### config.mk
export PLATFORM = sky130hd
export DESIGN_NAME = sar_adc_seq
export DESIGN_NICKNAME = d
export VERILOG_FILES = /design/src/hdl/sar_seq_pkg.sv /design/src/hdl/conv_clk_if.sv /design/src/hdl/conv_clk_gen.sv /design/src/hdl/sar_adc_seq.sv
export SDC_FILE = /design/constraint.sdc
export NUM_CORES = 1
export LEC_CHECK = 0
export BUFFER_PORTS_ARGS = -buffer_cell sky130_fd_sc_hd__buf_2
export CAP_MARGIN = 15
export CORE_MARGIN = 2
export CORE_UTILIZATION = 45
export DETAILED_ROUTE_END_ITERATION = 12
export PLACE_DENSITY = 0.77
export SYNTH_ARGS = -nofsm -noshare
export SYNTH_HDL_FRONTEND = slang
export SYNTH_HIERARCHICAL = 1
export SYNTH_SLANG_ARGS = --single-unit
### constraint.sdc
create_clock -name i_mclk -period 2.4 [get_ports i_mclk]
set_input_delay 0.12 -clock i_mclk [delete_from_list [all_inputs] [get_ports i_mclk]]
set_output_delay 0.12 -clock i_mclk [all_outputs]
set_load 0.005 [all_outputs]
### src/hdl/sar_seq_pkg.sv
// Shared constants and types for the successive approximation sequencer.
// Assumes a 100 MHz system clock driving all logic.
package sar_seq_pkg;

   // System clock rate
   localparam int SYS_CLK_KHZ    = 100000;
   // Nominal conversion clock rates, slow and fast
   localparam int CONV_SLOW_KHZ  = 1040;
   localparam int CONV_FAST_KHZ  = 1750;
   // Conversion clock period in system cycles
   localparam int DIV_SLOW       = SYS_CLK_KHZ / CONV_SLOW_KHZ;
   localparam int DIV_FAST       = SYS_CLK_KHZ / CONV_FAST_KHZ;
   localparam int DIV_W          = 8;

   // Result width and smallest supported WIDTH parameter
   localparam int RES_BITS       = 16;
   localparam int MIN_RES_BITS   = 8;

   // Data settled margin before busy falls
   localparam int SETTLE_NS      = 20;
   localparam int CLK_PERIOD_NS  = 10;
   localparam int SETTLE_CYC     = (SETTLE_NS + CLK_PERIOD_NS - 1)
                                   / CLK_PERIOD_NS;
   localparam int SETTLE_W       = 3;

   // Sequencer states
   typedef enum logic [1:0] {
      ST_IDLE,
      ST_RUN,
      ST_SETTLE
   } seq_state_t;

endpackage : sar_seq_pkg

### src/hdl/conv_clk_if.sv
// Carrier between the sequencer and its gated conversion clock source.
// Assumes both ends sit on the same system clock.
interface conv_clk_if;
   logic run;
   logic fast;
   logic tick;
   logic clk_level;

   modport gen
   (
      input  run,
      input  fast,
      output tick,
      output clk_level
   );

   modport user
   (
      output run,
      output fast,
      input  tick,
      input  clk_level
   );
endinterface : conv_clk_if

### src/hdl/conv_clk_gen.sv
// Gated conversion clock: divider giving a rising-edge enable pulse.
// Assumes run is driven from the sequencer on the same clock.
module conv_clk_gen
(
   // System
   input  wire logic  i_mclk,
   input  wire logic  i_resetn,
   // Sequencer side
   conv_clk_if.gen    cc
);

   logic [sar_seq_pkg::DIV_W-1:0] cnt_r;
   logic [sar_seq_pkg::DIV_W-1:0] div_m1;
   logic [sar_seq_pkg::DIV_W-1:0] half;
   logic                          level_r;

   assign div_m1 = cc.fast ? sar_seq_pkg::DIV_W'(sar_seq_pkg::DIV_FAST - 1)
                           : sar_seq_pkg::DIV_W'(sar_seq_pkg::DIV_SLOW - 1);
   assign half   = div_m1 >> 1;

   // Rising edge of the conversion clock
   assign cc.tick      = cc.run && (cnt_r == div_m1);
   assign cc.clk_level = level_r;

   // Period counter, held at zero while gated off
   always_ff @(posedge i_mclk or negedge i_resetn)
   begin
      if (!i_resetn)
         cnt_r <= '0;
      else if (!cc.run || cnt_r == div_m1)
         cnt_r <= '0;
      else
         cnt_r <= cnt_r + 1'b1;
   end

   // Clock level, forced low when gated off
   always_ff @(posedge i_mclk or negedge i_resetn)
   begin
      if (!i_resetn)
         level_r <= 1'b0;
      else if (!cc.run)
         level_r <= 1'b0;
      else if (cc.tick)
         level_r <= 1'b1;
      else if (cnt_r == half)
         level_r <= 1'b0;
   end

endmodule : conv_clk_gen

### src/hdl/sar_adc_seq.sv
// Successive approximation sequencer with complemented parallel output.
// Assumes an external DAC and comparator close the loop, and host logic
// latches the result on the falling edge of busy.
module sar_adc_seq
#(
   parameter int WIDTH = sar_seq_pkg::RES_BITS
)
(
   // System
   input  wire logic             i_mclk,
   input  wire logic             i_resetn,
   // Conversion control
   input  wire logic             i_convert_start,
   input  wire logic             i_short_cycle_n,
   input  wire logic             i_fast_rate,
   // Comparator and feedback DAC
   input  wire logic             i_comp_keep,
   output logic      [WIDTH-1:0] o_dac_code,
   // Status and result
   output logic                  o_busy,
   output logic                  o_conv_clk,
   output logic      [WIDTH-1:0] o_data_n
);

   localparam int IDX_W = $clog2(WIDTH + 1);

   // Refuse builds that the counters below cannot serve
   if (WIDTH < sar_seq_pkg::MIN_RES_BITS || WIDTH > sar_seq_pkg::RES_BITS)
   begin : g_bad_width
      $error("sar_adc_seq: WIDTH out of range");
   end

   if (sar_seq_pkg::SETTLE_CYC < 1
       || sar_seq_pkg::SETTLE_CYC >= (1 << sar_seq_pkg::SETTLE_W))
   begin : g_bad_settle
      $error("sar_adc_seq: settle count does not fit its counter");
   end

   if (sar_seq_pkg::DIV_FAST < 2
       || sar_seq_pkg::DIV_SLOW > (1 << sar_seq_pkg::DIV_W))
   begin : g_bad_div
      $error("sar_adc_seq: clock divider does not fit its counter");
   end

   conv_clk_if cc ();

   conv_clk_gen u_clk
   (
      .i_mclk   (i_mclk),
      .i_resetn (i_resetn),
      .cc       (cc.gen)
   );

   sar_seq_pkg::seq_state_t           state_r;
   logic                              start_d_r;
   logic                              start_fall;
   logic [IDX_W-1:0]                  idx_r;
   logic [sar_seq_pkg::SETTLE_W-1:0]  settle_r;
   logic [WIDTH-1:0]                  sar_r;
   logic [WIDTH-1:0]                  sar_nxt;
   logic [WIDTH-1:0]                  data_n_r;
   logic                              busy_r;
   logic                              decide;
   logic                              last_bit;
   logic                              stop_req;
   logic                              load;
   logic                              fast_r;

   assign start_fall = start_d_r && !i_convert_start;

   assign cc.run     = (state_r == sar_seq_pkg::ST_RUN);
   assign cc.fast    = fast_r;
   assign o_conv_clk = cc.clk_level;

   assign decide   = cc.tick && (idx_r != '0);
   assign last_bit = decide && (idx_r == IDX_W'(WIDTH));
   // stop pin fed from bit n+1
   assign stop_req = !i_short_cycle_n && (idx_r > IDX_W'(1));
   // Result moves at start or on a decision edge
   assign load     = start_fall || decide;

   always_ff @(posedge i_mclk or negedge i_resetn)
   begin
      if (!i_resetn)
         start_d_r <= 1'b0;
      else
         start_d_r <= i_convert_start;
   end

   // rate held steady for a whole conversion
   always_ff @(posedge i_mclk or negedge i_resetn)
   begin
      if (!i_resetn)
         fast_r <= 1'b0;
      else if (start_fall)
         fast_r <= i_fast_rate;
   end

   // keep or reject, trial next bit
   for (genvar b = 0; b < WIDTH; b++)
   begin : g_bit
      logic decide_here;
      logic trial_here;
      logic bit_nxt;

      assign decide_here = decide && (idx_r == IDX_W'(WIDTH - b));
      assign trial_here  = decide && (idx_r == IDX_W'(WIDTH - 1 - b));

      always_comb
      begin
         if (start_fall)
            bit_nxt = (b == WIDTH - 1);
         else if (decide_here)
            bit_nxt = sar_r[b] && i_comp_keep;
         else if (trial_here)
            bit_nxt = 1'b1;
         else
            bit_nxt = sar_r[b];
      end

      assign sar_nxt[b] = bit_nxt;
   end

   always_ff @(posedge i_mclk or negedge i_resetn)
   begin
      if (!i_resetn)
         sar_r <= '0;
      else if (load)
         sar_r <= sar_nxt;
   end

   always_ff @(posedge i_mclk or negedge i_resetn)
   begin
      if (!i_resetn)
         data_n_r <= '1;
      else if (load)
         data_n_r <= ~sar_nxt;
   end

   // Tick index: 0 before first edge, then decisions 1..WIDTH
   always_ff @(posedge i_mclk or negedge i_resetn)
   begin
      if (!i_resetn)
         idx_r <= '0;
      else if (start_fall)
         idx_r <= '0;
      else if (cc.tick && idx_r != IDX_W'(WIDTH))
         idx_r <= idx_r + 1'b1;
   end

   // Sequencer
   always_ff @(posedge i_mclk or negedge i_resetn)
   begin
      if (!i_resetn)
         state_r <= sar_seq_pkg::ST_IDLE;
      else if (start_fall)
         state_r <= sar_seq_pkg::ST_RUN;
      else
      begin
         case (state_r)
            sar_seq_pkg::ST_IDLE:
               state_r <= sar_seq_pkg::ST_IDLE;
            sar_seq_pkg::ST_RUN:
               if (last_bit || stop_req)
                  state_r <= sar_seq_pkg::ST_SETTLE;
            sar_seq_pkg::ST_SETTLE:
               if (settle_r == sar_seq_pkg::SETTLE_W'(1))
                  state_r <= sar_seq_pkg::ST_IDLE;
            default:
               state_r <= sar_seq_pkg::ST_IDLE;
         endcase
      end
   end

   always_ff @(posedge i_mclk or negedge i_resetn)
   begin
      if (!i_resetn)
         settle_r <= '0;
      else if (state_r != sar_seq_pkg::ST_SETTLE)
         settle_r <= sar_seq_pkg::SETTLE_W'(sar_seq_pkg::SETTLE_CYC);
      else if (settle_r != '0)
         settle_r <= settle_r - 1'b1;
   end

   always_ff @(posedge i_mclk or negedge i_resetn)
   begin
      if (!i_resetn)
         busy_r <= 1'b0;
      else if (start_fall)
         busy_r <= 1'b1;
      else if (state_r == sar_seq_pkg::ST_SETTLE
               && settle_r == sar_seq_pkg::SETTLE_W'(1))
         busy_r <= 1'b0;
   end

   assign o_busy     = busy_r;
   assign o_data_n   = data_n_r;
   assign o_dac_code = sar_r;

endmodule : sar_adc_seq

# == After elaboration in Yosys (flattened, before gate mapping) ==
# Cells that the tools add are included.
# totals
regBits,54
out_inout_bits,34
wordCells,156
in_bits,6
# op_classes
n_lt_le_gt_ge,1
reduce_logical,52
n_bitwise,1
eq_ne,26
add_sub_neg,3
mux,63
# op_table
operator,count
$mux 1,53
$eq 5x4->1 const B,8
$logic_and 1x1->1,39
$eq 5x3->1 const B,4
$not 16->16,1
$eq 5x2->1 const B,2
$mux 5,2
$ne 3x3->1 const B,3
$add 8x1->8 const B,1
$eq 8x7->1,1
$eq 8x8->1,1
$mux 8,1
$mux 7,1
$mux 2,3
$mux 3,2
$reduce_bool 2->1,3
$add 5x1->5 const B,1
$eq 5x1->1 const B,1
$eq 5x5->1 const B,1
$gt 5x1->1 const B,1
$logic_not 5->1,1
$ne 5x5->1 const B,1
$reduce_bool 5->1,1
$pmux 2 s2,1
9 further kinds,13

# == Longest topological paths before layout ==
# Gate-level depths: netlist of the first run.
# logic_depth
word_depth,9
ltp_mapped,9
mapped_depth_nobuf,8

# == By module ==
# Netlist of the first run, hierarchy kept.
# modules_own_cells
mod,n_inst,cells_each,seq_area_each_um2,area_per_inst_um2
sar_adc_seq,1,232,1146.1,2277.2
conv_clk_gen,1,48,225.2,485.5

# == Worst setup path before layout of the first run ==
# Ideal clock, no wire load.
# synth_path
kind,flip-flop to flip-flop
start,reg u_clk/cnt_r[0] in the netlist's numbering
end,reg data_n_r[13] (netlist: o_data_n[13])
setup_ps,58
stages_incl_launch_ff,9
required_time_ps,2342
period_less_slack_ps,2480
path_buffers,0
t_arrival_ps,2422
path_slack_ps,-80
path_cell_list,dfrtp_1 -> nor4b_2 -> a31oi_1 -> nor3_1 -> and2_1 -> or3b_1 -> or4_1 -> a32oi_1 -> a21bo_2
# synth_between
elab_chain_len,8
word_cells_on_any_way,10
cone_classes,eq/ne (1); mux (3); bitwise (1); reduce/logical (5)
# synth_rtl
item,line_no,text
from (decl),conv_clk_gen.sv:12,logic [sar_seq_pkg::DIV_W-1:0] cnt_r;
from (signal assigned),conv_clk_gen.sv:33,cnt_r <= cnt_r + 1'b1;
$eq 8x8->1 (*),conv_clk_gen.sv:22,assign cc.tick = cc.run && (cnt_r == div_m1);
$logic_and 1x1->1 (*),conv_clk_gen.sv:22,
via cc.tick,conv_clk_if.sv:6,logic tick;
$logic_and 1x1->1 (*),sar_adc_seq.sv:75,assign decide = cc.tick && (idx_r != '0);
$logic_and 1x1->1,sar_adc_seq.sv:107,assign trial_here = decide && (idx_r == IDX_W'(WIDTH - 1 - b));
$mux 1,sar_adc_seq.sv:115,else if (trial_here)
$mux 1,sar_adc_seq.sv:113,else if (decide_here)
$mux 1,sar_adc_seq.sv:111,if (start_fall)
$not 16->16,sar_adc_seq.sv:137,data_n_r <= ~sar_nxt;
to (signal assigned),sar_adc_seq.sv:137,
to (decl),sar_adc_seq.sv:61,logic [WIDTH-1:0] data_n_r;
# Mark *: on every way through the listed nets, which the timed path passes. The rest lies on a longest branch.
# A chain may end at the register's enable or synchronous reset.

# == Worst setup path in the final report of the first run ==
# Same ends and word-level chain as after synthesis.

==> results of run 1 <==
-- path summary, 6_finish.rpt --
path	start	to	slack, ns	depth (start not counted)
setup reg to reg	u_clk/cnt_r[0]	o_data_n[13]	0.03	8
min in group asynchronous	i_resetn	o_dac_code[4]	0.35	2
hold / removal	i_fast_rate	cc.fast	0.01	3
max in group asynchronous	i_resetn	o_data_n[13]	1.40	3
setup / recovery	u_clk/cnt_r[0]	o_data_n[13]	0.03	8
hold reg to reg	o_dac_code[15]	o_data_n[15]	0.47	1
-- cells in the mapped netlist (3+ instances only) --
library cell,n
a21o_1,3
a21oi_1,22
a31oi_1,7
and2_1,7
buf_2,3
clkbuf_1,9
dfrtp_1,38
dfstp_2,16
ha_1,9
inv_1,9
mux2i_1,3
nand2_1,22
nand2b_1,10
nand3_1,8
nor2_1,27
nor2b_1,3
nor3_1,8
nor4bb_1,4
o211ai_1,3
o21a_1,5
o21ai_0,14
o31ai_1,5
o41ai_1,4
xnor2_1,4
xor2_1,6
-- logic make-up (layout without fill, tap and decap cells) --
family,Yosys count,after routing,synth area share
AND/OR/NAND/NOR,106,106,0.206
XOR/XNOR,10,10,0.0317
multiplexers,3,3,0.0109
adder cells (fa/ha/maj),9,9,0.0408
buffers and inverters,23,79,0.0340
flip-flops,54,54,0.496
AO/OA/AOI/OAI,75,75,0.181
-- through the flow --
| step | power (mW) | setup slack, ns | util | hold slack, ns |
|---|---|---|---|---|
| after floorplan | 1.23 | 0.00196 | - | -0.176 |
| after CTS | 1.97 | 0.0152 | 0.559 | 0.00405 |
| after global routing | 2.08 | -0.108 | 0.567 | 0.0392 |
| final | 1.97 | 0.0307 | 0.567 | 0.00981 |
| after global placement | 1.36 | 0.108 | 0.538 | 0.163 |
| after detailed placement | 1.37 | 0.0438 | 0.538 | 0.177 |
-- state kept, by name, summed over array words and instances (netlist names) --
name	cells
cc.fast	1
idx_r	5
o_busy	1
o_dac_code	16
o_data_n	16
settle_r	3
start_d_r	1
state_r	2
u_clk/cc.clk_level	1
u_clk/cnt_r	8
-- power by group through the flow --
| stage | combinational, mW | sequential [mW] | clock [mW] |
|---|---|---|---|
| floorplan | 0.200 | 1.03 | 0 |
| global placement | 0.345 | 1.01 | 0 |
| detailed placement | 0.351 | 1.02 | 0 |
| CTS | 0.356 | 1.00 | 0.614 |
| global route | 0.410 | 1.01 | 0.659 |
| finish | 0.357 | 1.00 | 0.609 |
-- per-layer routing --
metal  vias up  GRT usage  routed length, um
met4         0     0.0567                 44
met3         6     0.0304                286
met5         -          0                  0
met1      1151      0.293               3110
li1       1107          -                  -
met2        69      0.323               3040
-- final cells by class --
cell class              count  area share
multi-input cells         203       0.402
well taps                  75      0.0280
flip-flops and latches     54       0.409
clock inverters             3      0.0119
inverters                   9      0.0101
clock buffers               5      0.0205
repair buffers             62       0.119
-- critical path, cell delays in order (launching register included) --
cell and delay, ns:
dfrtp_1 0.41, nor4b_4 0.29, a31oi_2 0.07, nor3_2 0.19
and2_4 0.18, or3b_1 0.36, or4_1 0.42, a32oi_2 0.22
a21bo_2 0.17
-- what timing repair did --
action | in CTS | in global routing
hold buffers | 2 | 0
hold endpoints to repair | 15 | 0
setup buffers | 0 | 1
resized for setup | 0 | 7
endpoints found under the setup margin | 0 | 10
==> impl_metrics.yaml, run 1 <==
power_and_ir_drop:
  power_frac_clock: 0.309
  p_leak_nw: 1.48
  switching_share: 0.277
  powerDensity_nw_per_um2: 587
  power.switching_mw: 0.547
  comb_power_share: 0.181
  power.internal_mw: 1.42
  p_seq_frac: 0.510
  vdd_drop_max_v: 0.000649
grt:
  overflow: 0
  track_usage: 0.204
  grt_pass1_vias: 2187
  antenna_found_initial: 0
  grt_pass1_wl_um: 10600
  grt_max_degree: 29
routing:
  wl_um: 6480
  drc: 0
  vias: 2333
  drtAntennaViolNets: 0
  dr.pass1.iters: 5
  viasPerCell: 5.68
  first_iter_violations: 169
  wl_per_cell_um: 15.8
run_status:
  status: "finished clean"
finish:
  n_fill_cell: 515
  regArea_sq_um: 1370
  n_antenna_cell: 0
  mostFrequentLayoutCells: "buf_2, dfrtp_1, nor2_1"
  multi_input_area_sq_um: 1350
  instances_no_fill: 411
  nets: 350
  final_common_cell: "buf_2"
  fin_area_sq_um: 3360
  drive_above_1_share: 0.307
  synthToLayoutAreaGrowth_pct: 21.5
synthesis:
  syn_nets: 295
  netlist_area_sq_um: 2760
  yosysSeqAreaShare: 0.496
  syn_inst: 280
  async_flop_share: 1.00
  synth_warnings: 6
  ys_types: 50
  synth-seq-cells: 54
  avgSynthCellArea_sq_um: 9.87
  ys_top_cells_by_area: "dfrtp_1, dfstp_2, ha_1, a21oi_1, nor2_1"
  synth_top_area_frac: 0.344
  synth_edf_count: 0
  netlist.top_cell.by_area: "dfrtp_1"
  dominantRegCellSynth: "dfrtp_1"
clocking:
  cts_max_path_buffers: 2
  htreeDepth: 2
  cts_sinks: 54
  clock_latency_ns: 0.31
  clk_pin_slew_worst_paths_ns: 0.09
  numCtsBuffers: 5
  cts_root_buffer: "clkbuf_8"
  cts_tree: "yes"
timing:
  skew_ns: 0.0106
  setup-violations-final: 0
  rsz0062_at_grt: "true"
  fmax_mhz: 422
  fin_crit_ns: 2.37
  period_share: 0.987
  relSlewSlack: 0.549
  hold_viol: 0
  worst_slew_pin_slew_ns: 0.670
  slew_viol_final: 0
  setup_tns_ns: 0
critical_path:
  required_ns: 2.65
  critPathLaunchType: "flip-flop"
  worst_setup_path_end_kind: "flip-flop"
  critical_path_class: "reg2reg"
  cp_max_fo: 2
  cp.arrival_ns: 2.62
floorplan:
  initial_core_util: 0.467
  core_area_sq_um: 5920
  die_w_um: 82.4
  die_y_um: 82.4
  ios: 40
  die-area_sq_um: 6780
  rows: 28
flow_run:
  cap_viol_max_count: 0
min_path:
  hp-class: "in2reg"
placed_design:
  postPlaceCellArea_sq_um: 3180
  portBuffers: 39
  hpwl_um: 4460
  routabilityCongestion: 0.836
  dp.cells: 400
Note: power is estimated with default switching activity, not from simulation.
==> run 2: changes to the inputs <==
--- a/config.mk
+++ b/config.mk
@@ -5,12 +5,13 @@
 export SDC_FILE = /design/constraint.sdc
 export NUM_CORES = 1
 export LEC_CHECK = 0
+export ABC_AREA = 1
 export BUFFER_PORTS_ARGS = -buffer_cell sky130_fd_sc_hd__buf_2
 export CAP_MARGIN = 15
 export CORE_MARGIN = 2
 export CORE_UTILIZATION = 45
 export DETAILED_ROUTE_END_ITERATION = 12
-export PLACE_DENSITY = 0.77
+export PLACE_DENSITY = 0.76
 export SYNTH_ARGS = -nofsm -noshare
 export SYNTH_HDL_FRONTEND = slang
 export SYNTH_HIERARCHICAL = 1
==> run 2 against run 1 <==
Net effect:
- cell area grew 2.6%
- flip-flop and latch count is the same
- sequential power is essentially flat
- via count grew 16%
- register-to-register slack gained 0.36 ns
- maximum frequency grew 18%
- die area grew 9.5%
- global-route usage shrank 0.74 points
- largest cell class is now multi-input combinational cells
- highest routed layer unchanged
==> impl_metrics.yaml, run 2 <==
run_status:
  status: "finished clean"
floorplan:
  die_y_um: 86.2
  die-area_sq_um: 7420
  core_area_sq_um: 6420
  initial_core_util: 0.473
  die_w_um: 86.2
  ios: 40
  rows: 29
power_and_ir_drop:
  p_leak_nw: 1.73
  vdd_drop_max_v: 0.000303
  powerDensity_nw_per_um2: 565
  p_total_mw: 1.95
critical_path:
  slowest_stage: "dfrtp_1"
  slowest_delay_ns: 0.48
  critPathLaunchType: "flip-flop"
  cp.arrival_ns: 2.26
  critPathMostFrequentCell: "nand2_1"
  critical_path_class: "reg2reg"
  required_ns: 2.65
  worst_setup_path_end_kind: "flip-flop"
  cp_max_fo: 18
  crit_path_cell_trace: "inv_2, nand2_1, nand2_1, nor2_2, nand4_1, inv_1, nand2_4, inv_2, nand2_1, nand2_1, nand3_1, nand2_1, nand2_1"
synthesis:
  ys_types: 31
  dominantRegCellSynth: "dfrtp_1"
  async_flop_share: 1.00
  syn_inst: 407
  netlist.top_cell.by_area: "dfrtp_1"
  synth_edf_count: 0
  ys_top_cells_by_area: "dfrtp_1, dfstp_2, nand2_1, nand3_1, inv_1"
  yosysSeqAreaShare: 0.451
  syn_nets: 422
  synth_top_area_frac: 0.313
  synth_warnings: 6
  netlist_area_sq_um: 3040
  synth-seq-cells: 54
  synth_commonest_cells: "nand2_1, inv_1, nor2_1"
  yosysMostFrequentCell: "nand2_1"
  avgSynthCellArea_sq_um: 7.46
grt:
  track_usage: 0.197
  grt_pass1_vias: 2540
  antenna_found_initial: 0
  grt_max_degree: 29
  overflow: 0
  grt_pass1_wl_um: 11900
timing:
  fmax_mhz: 497
  slew_viol_final: 0
  skew_ns: 0.00860
  period_share: 0.839
  fin_crit_ns: 2.01
  relSlewSlack: 0.575
  hold_viol: 0
  rsz0062_at_grt: "false"
  setup_tns_ns: 0
  setup-violations-final: 0
  worst_slew_pin_slew_ns: 0.637
clocking:
  cts_max_path_buffers: 2
  clk_pin_slew_worst_paths_ns: 0.10
  postCtsSetupRepairBufs: 0
  clock_latency_ns: 0.31
  cts_sinks: 54
  cts_root_buffer: "clkbuf_8"
  htreeDepth: 2
  numCtsBuffers: 5
  cts_tree: "yes"
routing:
  dr.pass1.iters: 4
  drc: 0
  wl_per_cell_um: 13.0
  first_iter_violations: 124
  wl_um: 6860
  vias: 2715
  drtAntennaViolNets: 0
  viasPerCell: 5.15
finish:
  n_fill_cell: 602
  fin_area_sq_um: 3440
  multi_input_area_sq_um: 1390
  mostFrequentLayoutCells: "nand2_1, inv_1, nor2_1"
  regArea_sq_um: 1370
  drive_above_1_share: 0.184
  synthToLayoutAreaGrowth_pct: 13.3
  n_antenna_cell: 0
  nets: 464
  final_common_cell: "nand2_1"
placed_design:
  hpwl_um: 5220
  postPlaceCellArea_sq_um: 3320
  routabilityCongestion: 0.931
  portBuffers: 39
min_path:
  hp-class: "in2reg"
flow_run:
  cap_viol_max_count: 0
[run 2: cell count changes after synthesis, sizes merged, moves of 6 or more]
| cell | delta |
|---|---|
| nand2b | -10 |
| inv | +51 |
| a31oi | -6 |
| and2 | -6 |
| nand3 | +41 |
| o31ai | -6 |
| nor2 | +26 |
| nand4 | +6 |
| nand2 | +93 |
| a21oi | -17 |
[run 2: area by class of cell]
cell class,instances,area share
clock buffer,7,0.0222
timing repair buffer,45,0.0749
clock inverter,1,0.00872
multi-input combinational,283,0.402
sequential,54,0.398
tap,77,0.0280
inverter,60,0.0654
[run 2: routing by layer]
| layer | vias to the layer above | GRT usage | share of wire |
|---|---|---|---|
| met3 | 10 | 0.0327 | 0.044 |
| met2 | 64 | 0.318 | 0.48 |
| li1 | 1363 | - | - |
| met1 | 1278 | 0.275 | 0.46 |
| met4 | 0 | 0.0534 | 0.015 |
| met5 | - | 0 | 0 |
[run 2: power by group]
group          internal (mW)  switching (mW)
registers              0.970          0.0513
clock network          0.313           0.295
logic                  0.111           0.205
total                   1.39           0.551
[run 2: worst paths after layout]
kind                       slack (ns)  cells past startpoint          end   startpoint
max                              0.39                     13  o_data_n[1]      cc.fast
min                              0.02                      3      cc.fast  i_fast_rate
max reg2reg                      0.39                     13  o_data_n[1]      cc.fast
min reg2reg                      0.47                      2  o_data_n[6]  o_data_n[6]
max in group asynchronous        1.40                      3  o_data_n[1]     i_resetn
min in group asynchronous        0.36                      2    start_d_r     i_resetn
[run 2: repair_timing]
action | in CTS | in global routing
resized for setup | 0 | 0
hold endpoints to repair | 19 | 0
hold buffers | 2 | 0
[run 2: worst max-delay path, delay by kind of cell (launching register included)]
kind | cells | cell delay (ns)
simple gates | 10 | 0.96
buf+inv | 3 | 0.51
flops | 1 | 0.48
[run 2: through the flow]
stage / cells / util / setup slack, ns / hold slack [ns]
2_1_floorplan: 407 / - / 0.599 / -0.176
4_1_cts: 527 / 0.536 / 0.395 / 0.0230
6_report: 527 / 0.536 / 0.387 / 0.0230
3_5_place_dp: 517 / 0.516 / 0.438 / 0.173
5_1_grt: 527 / 0.536 / 0.113 / 0.0291
3_3_place_gp: 517 / 0.516 / 0.511 / 0.172
[run 2: kinds of logic (layout without fill, tap and decap cells)]
group / count (synthesis) / count (layout) / share of synthesized area
AND/OR/NAND/NOR: 239 / 239 / 0.351
buffers and inverters: 70 / 113 / 0.0927
flip-flops: 54 / 54 / 0.451
AO/OA/AOI/OAI: 30 / 30 / 0.0535
adder cells (fa/ha/maj): 9 / 9 / 0.0371
XOR/XNOR: 5 / 5 / 0.0144
==> run 3: changes to the inputs <==
==> constraint.sdc (replaced) <==
create_clock -name i_mclk -period 1.6 [get_ports i_mclk]
set_input_delay 0.08 -clock i_mclk [delete_from_list [all_inputs] [get_ports i_mclk]]
set_output_delay 0.08 -clock i_mclk [all_outputs]
set_load 0.005 [all_outputs]
==> run 3 against run 2 <==
Net effect:
- the flow now finishes with violations (negative setup slack)
- clock power up 47%
- clock-buffer cell count unchanged
- critical path depth down 1
- sequential share of layout area down 6.1 points
- critical path type unchanged
- highest routed layer unchanged
==> impl_metrics.yaml, run 3 (same netlist as run 2, synthesis figures left out) <==
grt:
  antenna_found_initial: 0
  grt_max_degree: 35
  grt_pass1_wl_um: 13300
  track_usage: 0.225
  grt_pass1_vias: 2942
  overflow: 0
power_and_ir_drop:
  p_total_mw: 3.06
  p_leak_nw: 1.98
  vdd_drop_max_v: 0.000405
  powerDensity_nw_per_um2: 753
routing:
  wl_um: 8030
  vias: 2905
  wl_per_cell_um: 14.2
  dr.pass1.iters: 5
  viasPerCell: 5.13
  drtAntennaViolNets: 0
  drc: 0
  first_iter_violations: 223
clocking:
  numCtsBuffers: 5
  cts_tree: "yes"
  cts_max_path_buffers: 2
  cts_root_buffer: "clkbuf_8"
  htreeDepth: 2
  clock_latency_ns: 0.30
  cts_sinks: 54
  clk_pin_slew_worst_paths_ns: 0.09
timing:
  setup_tns_ns: -4.03
  skew_ns: 0.00731
  fin_crit_ns: 1.80
  fmax_mhz: 555
  hold_viol: 0
  whs_ns: 0.174
  period_share: 1.13
  worst_slew_pin_slew_ns: 0.499
  rsz0062_at_grt: "true"
  slew_viol_final: 0
  relSlewSlack: 0.667
  setup-violations-final: 39
  setup_ws_ns: -0.203
floorplan:
  die-area_sq_um: 7420
  die_w_um: 86.2
  ios: 40
  rows: 29
  core_area_sq_um: 6420
  die_y_um: 86.2
  initial_core_util: 0.473
finish:
  n_antenna_cell: 0
  instances_no_fill: 566
  fin_area_sq_um: 4070
  mostFrequentLayoutCells: "nand2_1, inv_1, nor2_1"
  synthToLayoutAreaGrowth_pct: 33.8
  nets: 503
  final_util: 0.633
  drive_above_1_share: 0.358
  final_common_cell: "nand2_1"
critical_path:
  required_ns: 1.85
  critical_path_class: "reg2reg"
  critPathLaunchType: "flip-flop"
  regToRegSetupSlack_ns: -0.20
  cp_max_fo: 7
  worst_setup_path_end_kind: "flip-flop"
  cp.arrival_ns: 2.05
min_path:
  hp-class: "in2reg"
run_status:
  violations: "negative setup slack"
  status: "complete, but fails checks"
placed_design:
  routabilityCongestion: 0.929
  hpwl_um: 5670
  preCtsSetupSlack_ns: -0.207
  portBuffers: 39
  dp.cells: 547
  postPlaceCellArea_sq_um: 3560
flow_run:
  cap_viol_max_count: 0
[run 3: critical path, cell delays in order, from the launching register on]
cell     delay (ns)
dfrtp_2        0.45
inv_4          0.07
nand2_1        0.07
nand2_2        0.06
nor2_2         0.10
nand4_1        0.13
inv_2          0.17
buf_6          0.17
nand4_1        0.17
nand3_1        0.14
nand3_2        0.10
nand2_1        0.08
inv_1          0.04
[run 3: routing by layer]
metal,global-route usage,vias up,wire [um]
li1,-,1437,-
met3,0.0346,12,303
met1,0.278,1385,3320
met4,0.0606,0,119
met2,0.407,71,4280
met5,0,-,0
[run 3: power breakdown]
group / switching (mW) / total (mW) / internal, mW
clock network: 0.426 / 0.895 / 0.469
registers: 0.0611 / 1.52 / 1.46
logic: 0.380 / 0.648 / 0.268
[run 3: final cells by class]
type | count | area, sq um
timing repair buffer | 84 | 616
tap | 77 | 96.3
clock inverter | 1 | 30.0
inverter | 60 | 240
multi-input combinational | 283 | 1630
sequential | 54 | 1370
fill | 535 | 2360
clock buffer | 7 | 76.3
[run 3: final timing paths]
check | startpoint | end | depth (start not counted)
worst max-delay path | cc.fast | o_data_n[11] | 12
worst min-delay path | i_short_cycle_n | state_r[0] | 4
worst max register to register | cc.fast | o_data_n[11] | 12
worst min register to register | o_data_n[15] | o_data_n[15] | 2
max in group asynchronous | i_resetn | o_data_n[0] | 3
min in group asynchronous | i_resetn | idx_r[3] | 2
[run 3: timing repair]
action	4_1_cts	5_1_grt
endpoints found under the hold margin	14	0
hold buffers	3	0
gates cloned	1	0
resized for setup	46	37
endpoints found under the setup margin	39	39
buffers inserted	7	1
pin swaps	18	15
